$ cat config.mk
export PLATFORM = sky130hd
export DESIGN_NAME = sbi_device_flat
export DESIGN_NICKNAME = d
export VERILOG_FILES = /design/src/logic/sbi_pkg.sv /design/src/logic/sbi_link_if.sv /design/src/logic/sbi_device.sv /design/src/flat_wrapper.sv
export SDC_FILE = /design/constraint.sdc
export NUM_CORES = 2
export LEC_CHECK = 0
export BUFFER_PORTS_ARGS = -buffer_cell sky130_fd_sc_hd__buf_2
export CORE_MARGIN = 8
export CORE_UTILIZATION = 55
export DETAILED_ROUTE_END_ITERATION = 10
export GPL_TIMING_DRIVEN = 0
export HOLD_SLACK_MARGIN = 0.1
export PLACE_DENSITY = 0.77
export SETUP_SLACK_MARGIN = 0.2
export SLEW_MARGIN = 15
export SYNTH_ARGS = -nofsm -noshare
export SYNTH_HDL_FRONTEND = slang
export SYNTH_SLANG_ARGS = --single-unit
$ cat constraint.sdc
create_clock -name clock -period 8.59 [get_ports clock]
set_input_delay 2.577 -clock clock [delete_from_list [all_inputs] [get_ports clock]]
set_output_delay 2.577 -clock clock [all_outputs]
set_load 0.05 [all_outputs]
$ cat src/logic/sbi_pkg.sv
// shared constants and types for the split-port burst-of-two memory link
package sbi_pkg;
   // x18 variant widths; the x36 variant would use 36/19/4
   localparam int DATA_W  = 18;
   localparam int ADDR_W  = 20;
   localparam int LANES   = 2;
   localparam int LANE_W  = 9;
   localparam int BURST   = 2;
   // model depth kept small; upper address bits are ignored by the array
   localparam int MEM_AW  = 6;
   localparam int MEM_DEP = 64;
   // controller-side buffer
   localparam int BUF_DEP = 2;
   // read latency: request phase, array phase, first beat
   localparam int RD_LAT  = 2;
   localparam logic [ADDR_W-1:0] ADDR_RST = 20'h0_0000;
   localparam logic [DATA_W-1:0] DATA_RST = 18'h0_0000;
   localparam logic [LANES-1:0]  BWS_OFF  = 2'h3;

   typedef logic [DATA_W-1:0] sbi_word_type;
   typedef logic [ADDR_W-1:0] sbi_addr_type;
   typedef logic [LANES-1:0]  sbi_bws_type;
endpackage

$ cat src/logic/sbi_link_if.sv
// pin-level link between memory controller and memory device
interface sbi_link_if;
   import sbi_pkg::*;
   logic         writePortSelN;
   logic         readPortSelN;
   sbi_addr_type addr;
   sbi_word_type wrData;
   sbi_bws_type  byteWriteSelN;
   logic         wrHalf;
   sbi_word_type rdData;
   logic         rdDataOe;
   logic         rdHalf;
   logic         singleClk;

   modport ctrl (
      output writePortSelN, readPortSelN, addr, wrData, byteWriteSelN, wrHalf, singleClk,
      input  rdData, rdDataOe, rdHalf
   );
   modport dev (
      input  writePortSelN, readPortSelN, addr, wrData, byteWriteSelN, wrHalf, singleClk,
      output rdData, rdDataOe, rdHalf
   );
endinterface

$ cat src/logic/sbi_device.sv
// memory device end: dual-phase write capture, burst-of-two reads
//
// The system clock stands for the input clock pair. wrHalf low marks the
// positive-edge phase, high marks the negative-edge phase; each access is
// one positive phase plus one negative phase, two clock cycles.
//
// What this block does
// - capture write data on both phases
// - write select low at positive phase starts write
// - each byte select gates one nine-bit lane
// - deselected lanes leave memory byte unchanged
// - byte selects sampled with each data word
// - read address positive phase, write address negative
// - address width per variant, two internal arrays
// - address ignored when its port deselected
// - read data driven on both output phases
// - read outputs float while read port deselected and no beats pending
// - read select low at positive phase starts read
// - finish pending read, then float outputs
// - every read returns two sequential words unless the next read starts two cycles later
// - controller supplies output timing reference
// - accesses start only at positive phase
module sbi_device (
   // clock and reset
   input  wire logic clock,
   input  wire logic rst_n,
   // link
   sbi_link_if.dev   link
);
   import sbi_pkg::*;

   typedef struct packed {
      logic         wrAct;
      sbi_addr_type wrAddr;
      sbi_word_type wrD0;
      sbi_bws_type  wrB0;
      logic         rdAct;
      sbi_addr_type rdAddr;
      logic [1:0]   rdBeat;
      sbi_word_type rdData;
      logic         rdOe;
      logic         rdHalf;
   } sbi_dev_state_type;

   sbi_dev_state_type st_r;
   sbi_dev_state_type st_nxt;
   // two internal arrays, one per burst word; stored per lane below
   sbi_word_type      rdEven;
   sbi_word_type      rdOdd;
   logic              wrEven;
   logic              wrOdd;
   logic [MEM_AW-1:0] wrIdx;
   sbi_word_type      wrWord0;
   sbi_word_type      wrWord1;
   sbi_bws_type       wrBws1;

   always_comb begin
      st_nxt = st_r;
      wrEven = 1'b0;
      wrOdd  = 1'b0;
      wrIdx  = st_r.wrAddr[MEM_AW-1:0];
      wrWord0 = st_r.wrD0;
      wrWord1 = link.wrData;
      wrBws1  = link.byteWriteSelN;
      if (!link.wrHalf) begin
         // positive phase: accesses begin only here
         st_nxt.wrAct = !link.writePortSelN;
         if (!link.writePortSelN) begin
            st_nxt.wrD0 = link.wrData;
            st_nxt.wrB0 = link.byteWriteSelN;
         end
         if (!link.readPortSelN) begin
            st_nxt.rdAct  = 1'b1;
            st_nxt.rdAddr = link.addr;
         end else begin
            st_nxt.rdAct = 1'b0;
         end
      end else begin
         // negative phase: write address and second data word
         if (st_r.wrAct) begin
            st_nxt.wrAddr = link.addr;
            wrIdx  = link.addr[MEM_AW-1:0];
            wrEven = 1'b1;
            wrOdd  = 1'b1;
         end
         st_nxt.wrAct = 1'b0;
         if (st_r.rdAct) begin
            st_nxt.rdBeat = 2'd2;
         end
         st_nxt.rdAct = 1'b0;
      end
      // read output pipeline; beats run to completion before floating
      st_nxt.rdHalf = link.wrHalf;
      if (st_r.rdBeat != 2'd0 && !link.wrHalf) begin
         st_nxt.rdData = (st_r.rdBeat == 2'd2) ? rdEven : rdOdd;
         st_nxt.rdOe   = 1'b1;
         st_nxt.rdBeat = st_r.rdBeat - 2'd1;
      end else if (st_r.rdBeat == 2'd1) begin
         st_nxt.rdData = rdOdd;
         st_nxt.rdOe   = 1'b1;
         st_nxt.rdBeat = 2'd0;
      end else if (st_r.rdBeat == 2'd0) begin
         st_nxt.rdOe = 1'b0;
      end
      if (!rst_n) begin
         st_nxt = '{wrAct: 1'b0, wrAddr: ADDR_RST, wrD0: DATA_RST, wrB0: BWS_OFF,
                    rdAct: 1'b0, rdAddr: ADDR_RST, rdBeat: 2'd0, rdData: DATA_RST,
                    rdOe: 1'b0, rdHalf: 1'b0};
         wrEven = 1'b0;
         wrOdd  = 1'b0;
      end
   end

   always_ff @(posedge clock) begin
      st_r <= st_nxt;
   end

   // lane-gated array writes; deselected lanes keep old contents
   // two arrays per lane (even and odd word) so each lane has a single writing process
   genvar g;
   generate
      for (g = 0; g < LANES; g++) begin : gLane
         logic [LANE_W-1:0] laneEven [MEM_DEP];
         logic [LANE_W-1:0] laneOdd  [MEM_DEP];
         always_ff @(posedge clock) begin
            if (wrEven && !st_r.wrB0[g]) begin
               laneEven[wrIdx] <= wrWord0[g*LANE_W +: LANE_W];
            end
            if (wrOdd && !wrBws1[g]) begin
               laneOdd[wrIdx] <= wrWord1[g*LANE_W +: LANE_W];
            end
         end
         assign rdEven[g*LANE_W +: LANE_W] = laneEven[st_r.rdAddr[MEM_AW-1:0]];
         assign rdOdd[g*LANE_W +: LANE_W]  = laneOdd[st_r.rdAddr[MEM_AW-1:0]];
      end
   endgenerate

   // output timing reference comes from the controller phase
   assign link.rdData   = st_r.rdData;
   assign link.rdDataOe = st_r.rdOe;
   assign link.rdHalf   = st_r.rdHalf;
endmodule

$ cat src/flat_wrapper.sv
// flat-port wrapper written by rule: the top's interface ports become plain ports
module sbi_device_flat import sbi_pkg::*;
  (clock, rst_n, link_writePortSelN, link_readPortSelN, link_addr, link_wrData, link_byteWriteSelN, link_wrHalf, link_singleClk, link_rdData, link_rdDataOe, link_rdHalf);
  sbi_link_if link_i ();
  input  wire logic clock;
  input  wire logic rst_n;
  input wire logic [$bits(link_i.writePortSelN)-1:0] link_writePortSelN;
  input wire logic [$bits(link_i.readPortSelN)-1:0] link_readPortSelN;
  input wire logic [$bits(link_i.addr)-1:0] link_addr;
  input wire logic [$bits(link_i.wrData)-1:0] link_wrData;
  input wire logic [$bits(link_i.byteWriteSelN)-1:0] link_byteWriteSelN;
  input wire logic [$bits(link_i.wrHalf)-1:0] link_wrHalf;
  input wire logic [$bits(link_i.singleClk)-1:0] link_singleClk;
  output wire logic [$bits(link_i.rdData)-1:0] link_rdData;
  output wire logic [$bits(link_i.rdDataOe)-1:0] link_rdDataOe;
  output wire logic [$bits(link_i.rdHalf)-1:0] link_rdHalf;
  assign link_i.writePortSelN = link_writePortSelN;
  assign link_i.readPortSelN = link_readPortSelN;
  assign link_i.addr = link_addr;
  assign link_i.wrData = link_wrData;
  assign link_i.byteWriteSelN = link_byteWriteSelN;
  assign link_i.wrHalf = link_wrHalf;
  assign link_i.singleClk = link_singleClk;
  assign link_rdData = link_i.rdData;
  assign link_rdDataOe = link_i.rdDataOe;
  assign link_rdHalf = link_i.rdHalf;
  sbi_device u_core (.clock(clock), .rst_n(rst_n), .link(link_i));
endmodule
==> results.toml <==
[detailed_routing]
wirelength_met1_um = 90000
drtAntennaViolNets = 0
wire_per_inst_um = 37.2
vias_per_cell = 6.81
route.met3.wl_um = 35300
dr.pass1.iters = 6
drc_errors = 0
routed.top_layer = "met5"
routed_wl_um = 266000
dr_total_vias = 48599
drt_iter0_drc = 8723
dr_wl_met2_um = 122000

[layout]
layout.nets = 4794
design_area_mm2 = 0.103
syn_to_final_growth_pct = 11.6
fin_util_pct = 61.6
drive_gt1_share_pct = 21.6

[clocking]
cts_resized = 0
post_cts_buffers = 0
cts_tree = "yes"
ctsHoldBuffers = 0
clockBufferDepth = 3
clk_pin_slew_worst_paths_ps = 70
cts_root_buffer = "clkbuf_16"
clock_sinks = 2366
clock_latency_ps = 910
numCtsBuffers = 221
htreeDepth = 4

[grt]
grt_pass1_vias = 47692
antenna_found_initial = 11
grt_pass1_wl_um = 364000
grt_max_degree = 66
gr-total-overflow = 0
grt_use_total_pct = 28.9

[synthesis]
synthArstFlopShare_pct = 0
synth_top_area_cell = "edfxtp_1"
synth_cell_types = 45
yosysSeqAreaShare_pct = 76.5
syn-instance-count = 4466
syn_area_mm2 = 0.0921
synth_area_leaders = "edfxtp_1 (75%), mux4_2 (12%), mux2i_1 (4.3%)"
synth_enable_flop_cells = 2304
synth_area_per_cell_um2 = 20.6
synth_top_area_share_pct = 75.1
synth_most_common_cell = "edfxtp_1"
yosysWarnings = 0
synth-seq-cells = 2366
synthTopCellsByCount = "edfxtp_1 (2304), mux4_2 (480), mux2i_1 (398)"
syn_nets = 4515
ys.flop_type = "edfxtp_1"

[setup_path]
regToRegSetupSlack_ps = 3600
crit_type = "input port to flop"
required_ps = 9070
r2r_cells = 8
crit_path_end_kind = "flop"
worstSetupStartpointType = "input port"
worstPathArrival_ps = 6180
path_max_fanout = 10
r2r-end = "u_core.link.rdData[1]"
startpoint = "link_wrHalf"

[floorplanning]
die_h_um = 425
num_io_pins = 66
die_w_um = 425
initial_core_util_pct = 55.2
fp.coreArea_mm2 = 0.167
dieArea_mm2 = 0.181
fp-row-count = 150

[placement]
placedInstanceArea_mm2 = 0.0953
portBuffers = 49
dp_hpwl_um = 174000
routabilityCongestion = 0.997

[timing]
setup_tns_ps = 0
max-slew-margin-rel_pct = 8.68
rsz0062_at_grt = "false"
fmax_ghz = 0.175
setup_violations = 0
min_period_over_period_pct = 66.4
final_hold_viol_count = 0
hold_ws_ps = 490
layout_min_cycle_time_ps = 5710
maxSlewViolCount = 0
skew_ps = 86.1
worstMarginPinSlew_ps = 1370

[pwr]
power.density_mw_per_mm2 = 232
switching_power_uw = 5270
seqPwrFrac_pct = 53.5
vdd_drop_max_v = 0.000233
p_int_uw = 18600
leakage_uw = 0.0317
finalPower_uw = 23900
p_clk_share_pct = 41.7
combPwrFrac_pct = 4.9
p_sw_share_pct = 22.1

[flow_run]
max_cap_viol_count = 0

[status]
status = "finished clean"

[min_path]
hold_path_startpoint = "u_core.st_r[43]"
min_to = "u_core.st_r[43]"
holdPathStages = 2
hold_class = "flop to flop"
cells in the final DEF, fill, tap and decap left out, drive strengths merged, types with 3 or more instances in the layout:
master / netlist / final
a22oi: 162 / 162
clkbuf: 100 / 368
inv: 4 / 6
nand2: 118 / 118
nand2b: 5 / 5
a32oi: 8 / 8
or3: 5 / 5
clkinv: 0 / 103
nor3: 11 / 11
clkinvlp: 0 / 9
a21boi: 24 / 24
nor4b: 6 / 6
mux4: 480 / 480
a2bb2oi: 4 / 4
o21ai: 35 / 35
mux2i: 398 / 398
nor3b: 9 / 9
a21oi: 101 / 101
ha: 3 / 3
edfxtp: 2304 / 2304
o22ai: 14 / 14
nor2: 289 / 289
bufinv: 0 / 25
diode: 0 / 6
buf: 168 / 223
o211ai: 4 / 4
nor4: 18 / 18
dfxtp: 62 / 62
a2111oi: 6 / 6
nand3: 35 / 35
a31oi: 6 / 6
mux2: 41 / 41
nor2b: 9 / 9
and2: 24 / 24
layer usage:
layer,vias up,track usage (%)
met5,-,0
met4,10,16.6
met3,803,9.02
met2,4065,44.4
met1,24808,36.8
li1,18913,-
kinds of logic (layout without fill, tap and decap cells):
family | after synthesis | in the layout | synth area share [%]
other | 0 | 6 | 0
AOI/OAI and AO/OA | 370 | 370 | 2.65
muxes | 919 | 919 | 16.6
buffers and inverters | 272 | 735 | 1.74
adders and majority gates | 3 | 3 | 0.0408
DFF | 2366 | 2366 | 76.5
and+or+nand+nor | 536 | 536 | 2.51
how the worst max path moves through the flow:
stage                     slack (ps)  cells past startpoint                             end
after floorplan                 3660                      8  u_core.gLane[1].laneEven[0][0]
after global placement          2210                      7   u_core.gLane[1].laneOdd[9][2]
after detailed placement        2140                      7   u_core.gLane[0].laneOdd[9][6]
after CTS                       3050                      7   u_core.gLane[0].laneOdd[9][5]
after global routing            2730                      7  u_core.gLane[0].laneOdd[10][0]
final                           2880                      7   u_core.gLane[0].laneOdd[9][5]
stage by stage:
stage,std cells,worst slack (ps)
after global routing,7135,2730
after CTS,7133,3050
after floorplan,4466,3660
after detailed placement,6726,2140
final,7139,2880
after global placement,6719,2210
power by group through the flow:
stage,clock [µW],sequential (µW),combinational [µW]
floorplan,0,13000,615
global placement,0,13000,1090
detailed placement,0,13000,1120
CTS,9940,12800,1130
global route,10400,12800,1180
finish,9950,12800,1160
flip-flops by register name, indices dropped and copies added (netlist names), named ones only:
name,count
u_core.link.rdData,18
u_core.link.rdHalf,1
u_core.gLane.laneEven,1152
u_core.st_r,18
u_core.link.rdDataOe,1
u_core.wrWord0,18
u_core.gLane.laneOdd,1152
layout make-up:
type	instances	area, µm²
Sequential cell	2366	70500
Fill cell	11052	63900
Multi-Input combinational cell	1828	20100
Clock buffer	268	5780
Tap cell	2204	2760
Clock inverter	139	1610
Buffer	268	1590
Timing Repair Buffer	56	415
Inverter	4	15.0
Antenna cell	6	15.0
critical path, cell delays in order:
cell and delay (ps):
buf_2 170, nand2_1 400, mux2i_1 270, clkbuf_1 350
nand3_1 800, clkbuf_1 650, nor2_1 950
No activity file was read; power rests on OpenSTA's default activity.
